File: config.mk
export PLATFORM = sky130hd
export DESIGN_NAME = tcape_phy_enable
export DESIGN_NICKNAME = d
export VERILOG_FILES = /design/src/tcape_pkg.sv /design/src/tcape_phy_enable.sv
export VERILOG_INCLUDE_DIRS = /design/src /design/src/src
export SDC_FILE = /design/constraint.sdc
export NUM_CORES = 1
export LEC_CHECK = 0
export ABC_AREA = 1
export BUFFER_PORTS_ARGS = -buffer_cell sky130_fd_sc_hd__buf_2
export CAP_MARGIN = 20
export CORE_MARGIN = 2
export CORE_UTILIZATION = 35
export DETAILED_ROUTE_END_ITERATION = 10
export PLACE_DENSITY = 0.64
export SYNTH_ARGS = -nofsm -noshare
export SYNTH_HDL_FRONTEND = slang
export SYNTH_SLANG_ARGS = --single-unit
export TNS_END_PERCENT = 5
File: constraint.sdc
create_clock -name core_clk_i -period 1.22 [get_ports core_clk_i]
set_input_delay 0.061 -clock core_clk_i [delete_from_list [all_inputs] [get_ports core_clk_i]]
set_output_delay 0.061 -clock core_clk_i [all_outputs]
set_load 0.01 [all_outputs]
File: src/tcape_cfg.svh
`ifndef TCAPE_CFG_SVH
`define TCAPE_CFG_SVH

// ************************************************************
// port count and pipeline depth
// ************************************************************
`define TCAPE_PORTS        3
`define TCAPE_SYNC_STAGES  2

// ************************************************************
// reset values
// ************************************************************
`define TCAPE_RST_PHY_EN   3'h0
`define TCAPE_RST_SPEED    2'h0
`define TCAPE_RST_OE       1'b0
`define TCAPE_RST_SUSPEND  1'b0

// ************************************************************
// upstream speed indicator codes
// ************************************************************
`define TCAPE_SPEED_CODE_GEN1  2'h0
`define TCAPE_SPEED_CODE_USB2  2'h1

`endif

File: src/tcape_pkg.sv
package tcape_pkg;

    // ************************************************************
    // types
    // ************************************************************
    // control mode picked by the mode select pin
    typedef enum logic {
        TCAPE_MODE_COMBINED,
        TCAPE_MODE_PER_ORIENT
    } tcape_mode_t;

    // upstream link speed reported by the hub core
    typedef enum logic {
        TCAPE_LINK_GEN1,
        TCAPE_LINK_USB2
    } tcape_speed_t;

endpackage : tcape_pkg

File: src/tcape_phy_enable.sv
// How it works
// - mode select low uses attach plus orientation inputs, high uses the per-orientation attach inputs.
// - polarity select low makes all attach and orientation inputs active high.
// - polarity select high makes all attach and orientation inputs active low.
// - in per-orientation mode an asserted orientation-B attach input turns that port's B PHY on.
// - a deasserted orientation-B attach input with no connection keeps the B PHY off.
// - a floating mode select reads low through its pull-down, giving the combined mode.
// - the upstream speed is shown as 0 for Gen 1 and 1 for USB 2.0/1.1, undriven when unconnected.
// - a suspend indicator output follows the USB 2.0 suspend state.
// - a floating polarity select reads low through its pull-down, giving active-high inputs.
// - in combined mode a port's PHYs stay off unless its attach input shows a valid attach.
// - in combined mode an attached port's orientation picks PHY B when asserted, PHY A otherwise.
// - in per-orientation mode an asserted orientation-A attach input turns that port's A PHY on.
`include "tcape_cfg.svh"

module tcape_phy_enable #(
    parameter int PORTS = `TCAPE_PORTS
) (
    input  wire logic                    core_clk_i,
    input  wire logic                    reset_n_i,
    input  wire logic                    control_mode_sel_i,
    input  wire logic                    attach_polarity_sel_i,
    input  wire logic [PORTS-1:0]        port_attach_in_i,
    input  wire logic [PORTS-1:0]        port_orientation_in_i,
    input  wire logic [PORTS-1:0]        orient_a_attach_in_i,
    input  wire logic [PORTS-1:0]        orient_b_attach_in_i,
    input  wire logic                    host_link_connected_i,
    input  tcape_pkg::tcape_speed_t      host_link_speed_i,
    input  wire logic                    usb2_suspend_i,
    output logic      [PORTS-1:0]        phy_a_en_o,
    output logic      [PORTS-1:0]        phy_b_en_o,
    output logic      [1:0]              host_speed_o,
    output logic                         host_speed_oe_o,
    output logic                         usb2_suspend_ind_o
);
    import tcape_pkg::*;

    localparam int PIN_W = 4 * PORTS + 2;

    // ************************************************************
    // decode helpers
    // ************************************************************
    // strip the pin polarity so asserted always reads as one
    function automatic logic [PORTS-1:0] tcape_asserted(input logic [PORTS-1:0] raw,
                                                        input logic             pol);
        tcape_asserted = raw ^ {PORTS{pol}};
    endfunction : tcape_asserted

    // ************************************************************
    // pin synchroniser
    // ************************************************************
    logic [PIN_W-1:0] pin_raw;
    logic [PIN_W-1:0] pin_meta;
    logic [PIN_W-1:0] pin_sync;
    logic [PIN_W-1:0] next_pin_meta;
    logic [PIN_W-1:0] next_pin_sync;

    // all connector pins come from an unrelated controller
    assign pin_raw = {control_mode_sel_i, attach_polarity_sel_i, port_attach_in_i,
                      port_orientation_in_i, orient_a_attach_in_i, orient_b_attach_in_i};

    // two stages; the first is read only by the second
    always_comb begin
        next_pin_meta = pin_raw;
        next_pin_sync = pin_meta;
        if (!reset_n_i) begin
            next_pin_meta = '0;
            next_pin_sync = '0;
        end
    end

    always_ff @(posedge core_clk_i) begin
        pin_meta <= next_pin_meta;
        pin_sync <= next_pin_sync;
    end

    // ************************************************************
    // field split of the synchronised pins
    // ************************************************************
    tcape_mode_t      mode;
    logic             pol;
    logic [PORTS-1:0] att_s;
    logic [PORTS-1:0] ori_s;
    logic [PORTS-1:0] oa_s;
    logic [PORTS-1:0] ob_s;

    // a floating mode or polarity pin arrives as zero via its pad pull-down
    assign mode  = tcape_mode_t'(pin_sync[PIN_W-1]);
    assign pol   = pin_sync[PIN_W-2];
    assign att_s = pin_sync[4*PORTS-1:3*PORTS];
    assign ori_s = pin_sync[3*PORTS-1:2*PORTS];
    assign oa_s  = pin_sync[2*PORTS-1:PORTS];
    assign ob_s  = pin_sync[PORTS-1:0];

    // ************************************************************
    // phy enable decode
    // ************************************************************
    logic [PORTS-1:0] next_phy_a_en;
    logic [PORTS-1:0] next_phy_b_en;
    logic [PORTS-1:0] attached;
    logic [PORTS-1:0] orient_b;

    // one choice between the two control modes, shared by all ports
    always_comb begin
        attached      = tcape_asserted(att_s, pol);
        orient_b      = tcape_asserted(ori_s, pol);
        next_phy_a_en = `TCAPE_RST_PHY_EN;
        next_phy_b_en = `TCAPE_RST_PHY_EN;
        if (mode == TCAPE_MODE_PER_ORIENT) begin
            next_phy_a_en = tcape_asserted(oa_s, pol);
            next_phy_b_en = tcape_asserted(ob_s, pol);
        end else begin
            next_phy_a_en = attached & ~orient_b;
            next_phy_b_en = attached & orient_b;
        end
        if (!reset_n_i) begin
            next_phy_a_en = `TCAPE_RST_PHY_EN;
            next_phy_b_en = `TCAPE_RST_PHY_EN;
        end
    end

    always_ff @(posedge core_clk_i) begin
        phy_a_en_o <= next_phy_a_en;
        phy_b_en_o <= next_phy_b_en;
    end

    // ************************************************************
    // upstream speed and suspend indicators
    // ************************************************************
    logic [1:0] next_host_speed;
    logic       next_host_speed_oe;
    logic       next_suspend_ind;

    // speed code is driven only while the upstream port is connected
    always_comb begin
        next_host_speed    = `TCAPE_SPEED_CODE_GEN1;
        next_host_speed_oe = host_link_connected_i;
        next_suspend_ind   = usb2_suspend_i;
        if (host_link_connected_i && host_link_speed_i == TCAPE_LINK_USB2) begin
            next_host_speed = `TCAPE_SPEED_CODE_USB2;
        end
        if (!reset_n_i) begin
            next_host_speed    = `TCAPE_RST_SPEED;
            next_host_speed_oe = `TCAPE_RST_OE;
            next_suspend_ind   = `TCAPE_RST_SUSPEND;
        end
    end

    always_ff @(posedge core_clk_i) begin
        host_speed_o       <= next_host_speed;
        host_speed_oe_o    <= next_host_speed_oe;
        usb2_suspend_ind_o <= next_suspend_ind;
    end

    // ************************************************************
    // checks
    // ************************************************************
    logic [1:0] warm;
    logic       settled;

    // counts three edges out of reset so pin history is valid
    always_ff @(posedge core_clk_i) begin
        if (!reset_n_i) begin
            warm <= 2'h0;
        end else if (warm != 2'h3) begin
            warm <= warm + 2'h1;
        end
    end
    assign settled = (warm == 2'h3);
endmodule : tcape_phy_enable

# Word level (Yosys, flattened, before mapping)
# Index checks and enable logic that the tools add are counted.
[totals] inputBits=19 word_cells=18 out_inout_bits=10 register_bits=38
[classes] bitwise=7 n_reduce_logical=1 muxes=3
[op_table] op="3-bit XOR" count=4
[op_table] op="3-bit AND" count=2
[op_table] op="3-bit two-way mux" count=2
[op_table] op="3-bit NOT" count=1
[op_table] op="1-bit logical AND" count=1
[op_table] op="1-bit two-way mux" count=1

# Longest topological paths before layout
[depth] depth_word=4 ltp_mapped=6 ltp_nobuf=5

# Worst setup path before layout
# OpenSTA, ideal clock, no wires.
[synth_path] path_type="register to register" startpoint="register pin_sync[12]" endpoint="register phy_a_en_o[0]" stages_incl_launch_ff=7 t_required_ns=1.100 path_slack_ns=0.332 path_buffers=2 arrival_time_ns=0.769 setup_time_ns=0.120 path_cell_list="dfxtp_1 -> buf_6 -> buf_12 -> nor2_2 -> nor2_2 -> nand2_1 -> a21oi_1"
[synth_via] elab_chain_cells=4 elab_cells_between_ends=6 classes_between="1 x mux; 5 x bitwise"
[synth_lines] element="start, declared" line="tcape_phy_enable.sv:54" rtl="logic [PIN_W-1:0] pin_sync;"
[synth_lines] element="start signal, assigned" line="tcape_phy_enable.sv:74" rtl="pin_sync <= next_pin_sync;"
[synth_lines] element="3-bit XOR" line="tcape_phy_enable.sv:46" rtl="tcape_asserted = raw ^ {PORTS{pol}};"
[synth_lines] element="3-bit NOT" line="tcape_phy_enable.sv:113" rtl="next_phy_a_en = attached & ~orient_b;"
[synth_lines] element="3-bit AND" line="tcape_phy_enable.sv:113"
[synth_lines] element="3-bit two-way mux *" line="tcape_phy_enable.sv:109" rtl="if (mode == TCAPE_MODE_PER_ORIENT) begin"
[synth_lines] element="end signal, assigned" line="tcape_phy_enable.sv:123" rtl="phy_a_en_o <= next_phy_a_en;"
[synth_lines] element="end, declared" line="tcape_phy_enable.sv:30" rtl="output logic [PORTS-1:0] phy_a_en_o,"
# Mark *: on every way between the ends. The rest lies on a longest branch, timed or not.
# A chain may end at the register's enable or synchronous reset.

# Worst setup path in the final report
[layout_path] startpoint="register pin_sync[12]" endpoint="register phy_b_en_o[1]"
[layout_via] elab_chain_cells=3 elab_cells_between_ends=5 classes_between="1 x mux; 4 x bitwise"
[layout_lines] element="3-bit XOR" line="tcape_phy_enable.sv:46"
[layout_lines] element="3-bit AND" line="tcape_phy_enable.sv:114" rtl="next_phy_b_en = attached & orient_b;"
[layout_lines] element="3-bit two-way mux *" line="tcape_phy_enable.sv:109"
[layout_lines] element="end signal, assigned" line="tcape_phy_enable.sv:124" rtl="phy_b_en_o <= next_phy_b_en;"
[layout_lines] element="end, declared" line="tcape_phy_enable.sv:31" rtl="output logic [PORTS-1:0] phy_b_en_o,"
# Marks and branches as above.

==> flow_metrics.tcl <==
set metrics [dict create \
    synthArstFlopShare 0 \
    drt_iter0_drc 19 \
    cts_made_buffers 5 \
    hold_depth 3 \
    synth_compound_area_frac 0.0226 \
    yosys-top-cells-count "72 x nand2_1, 37 x dfxtp_1, 36 x inv_1" \
    vias_per_cell 3.81 \
    numClockSinks 37 \
    critPathKind "flip-flop to flip-flop" \
    tns_ns 0 \
    io_buffers 27 \
    post_cts_buffers 0 \
    stdcell_count 274 \
    dieArea_um2 4300 \
    diodes 0 \
    rrSetupSlack_ns 0.18 \
    ys_top_cells_by_area "dfxtp_1 56%, nand2_1 20%, inv_1 10%" \
    grt_pass1_wl_um 3720 \
    yosysWarnings 0 \
    power_density_nw_per_um2 1310 \
    synth_most_common_cell "nand2_1" \
    seqPwrFrac 0.559 \
    ant_nets 0 \
    r2r-end "phy_b_en_o[1]" \
    crit_required_ns 1.38 \
    grt-ovfl-total 0 \
    syn_avg_cell_area_um2 7.41 \
    hpwl_um 1320 \
    core_area_um2 3660 \
    cap_violations 0 \
    syn_area_um2 1330 \
    synth_top_family_by_area "simple AND/OR/NAND/NOR gates" \
    place.gp.congestion 0.749 \
    critPathCaptureType "flip-flop" \
    critPathSlowestCell "dfxtp_1" \
    grt_usage 0.115 \
    outcome "completed" \
    grt_setup_unrepaired "false" \
    whs_endpoint "pin_meta[0]" \
    synth_xor_area_frac 0 \
    clock_path_buffers 2 \
    synth_fa_ha_area_frac 0 \
    min_path_type "primary input to flip-flop" \
    synth_simple_gate_area_frac 0.265 \
    drc 0 \
    cp_max_fo 16 \
    critical-path-top-delay-family "flip-flops" \
    area_growth_pct 32.1 \
    combPwrFrac 0.090 \
    finalCritPeriodShare 0.856 \
    clk_pin_slew_ns 0.06 \
    cts_tree "done" \
    start_kind "flip-flop" \
    critPathArrivalTime_ns 1.21 \
    hold_violations 0 \
    fin_crit_ns 1.04 \
    vias 1045 \
    netlist_instances 179 \
    fin_worst_skew_ns 0.00191 \
    critPathMaxStageDelay_ns 0.47 \
    p_sw_uw 480 \
    clock-root-buffer "clkbuf_8" \
    antenna_found_initial 0 \
    wl_um 2090 \
    clk_latency_ns 0.27 \
    die_w_um 65.6 \
    power_switching_share 0.209 \
    ir_drop_mv 0.823 \
    p_int_uw 1820 \
    synth_seq_cells 37 \
    max_freq_ghz 0.958 \
    rows 22 \
    yosys.area.top_type "dfxtp_1" \
    htreeDepth 2 \
    setup_viol 0 \
    r2r_start "pin_sync[12]" \
    yosys_most_used_dff "dfxtp_1" \
    fp.dieH_um 65.6 \
    synth_top_area_frac 0.558 \
    grt_pass1_vias 942 \
    start_util 0.362 \
    wl_per_cell_um 7.62 \
    path_cells "buf_12 -> nand2_1 -> nand2_1 -> nor2_2 -> nand2_1 -> a21oi_1" \
    drive_above_1_share 0.177 \
    hp-start "reset_n_i" \
    dp_cells 250 \
    drt_pass1_iterations 4 \
    reg2regPathDepth 6 \
    synth_mux_area_frac 0 \
    grt_max_degree 21 \
    syn_nets 198 \
    seq_area_frac_synth 0.558 \
    crit_buf_inv 1 \
    synth_edf_count 0 \
    num-nets-final 245 \
    io-pin-count 29 \
    crit_path_frequent_cell "nand2_1" \
    ys_types 12 \
    slew_violations 0 \
    p_leak_uw 0.00100 \
    pwr-share-clk 0.351 \
]
==> power groups by stage <==
stage / combinational (uW) / clock (uW) / sequential [uW]
detailed placement: 167 / 0 / 1310
global route: 241 / 909 / 1290
global placement: 163 / 0 / 1310
floorplan: 111 / 0 / 1310
finish: 208 / 808 / 1290
CTS: 208 / 841 / 1290
==> worst min-delay path: stages <==
cell and delay, ns:
buf_2 0.21, nand2_1 0.09, inv_1 0.03
==> metal layers <==
layer,global-route usage,part of all wire,vias up
met1,0.128,0.46,430
li1,-,-,589
met4,0.0625,0.015,0
met5,0,0,-
met2,0.194,0.47,21
met3,0.0394,0.056,5
==> worst max-delay path by stage <==
stage,from,to,slack (ns),cells after the start
3_3_place_gp,pin_sync[12],phy_b_en_o[1],0.20,5
5_1_grt,pin_sync[12],phy_a_en_o[0],0.06,5
6_report,pin_sync[12],phy_b_en_o[1],0.18,6
4_1_cts,pin_sync[12],phy_b_en_o[1],0.18,5
3_5_place_dp,pin_sync[12],phy_b_en_o[1],0.19,6
2_1_floorplan,pin_sync[12],phy_a_en_o[0],0.33,6
==> per-stage QoR <==
stage | hold WS, ns | power [uW] | area, um2 | worst slack [ns] | utilization
final | 0.160 | 2300 | 1750 | 0.176 | 0.478
after global routing | 0.178 | 2440 | 1750 | 0.0608 | 0.478
after CTS | 0.160 | 2330 | 1750 | 0.177 | 0.478
after detailed placement | 0.244 | 1480 | 1500 | 0.194 | 0.408
after global placement | 0.239 | 1470 | 1500 | 0.199 | 0.408
after floorplan | 0.154 | 1420 | 1330 | 0.332 | -
==> area by class of cell <==
type                            count  area, um2
Fill cell                         355       1910
Sequential cell                    37        741
Multi-Input combinational cell     98        385
Timing Repair Buffer               47        340
Inverter                           37        139
Clock buffer                        7       86.3
Tap cell                           48       60.1
==> registers in the layout (all words and copies together) (netlist names) <==
signal,flops
usb2_suspend_ind_o,1
phy_b_en_o,3
phy_a_en_o,3
host_speed_oe_o,1
host_speed_o,1
pin_meta,14
pin_sync,14
==> kinds of logic after synthesis <==
kind of cell | after synthesis
flops | 37
other cells | 1
buf+inv | 44
compound gates | 6
simple gates | 91
==> layout by cell type, fill, tap and decap left out, drive strengths merged <==
cell,Yosys,routed
a21oi,6,6
buf,7,30
clkbuf,0,7
clkinv,1,1
conb,1,1
dfxtp,37,37
dlygate4sd3,0,17
inv,36,36
nand2,72,72
nor2,19,19
==> what timing repair did <==
item / 4_1_cts / 5_1_grt
gates resized for setup: 0 / 0
hold buffers: 17 / 0
hold endpoints to repair: 17 / 0
No activity file was read; power rests on OpenSTA's default activity.
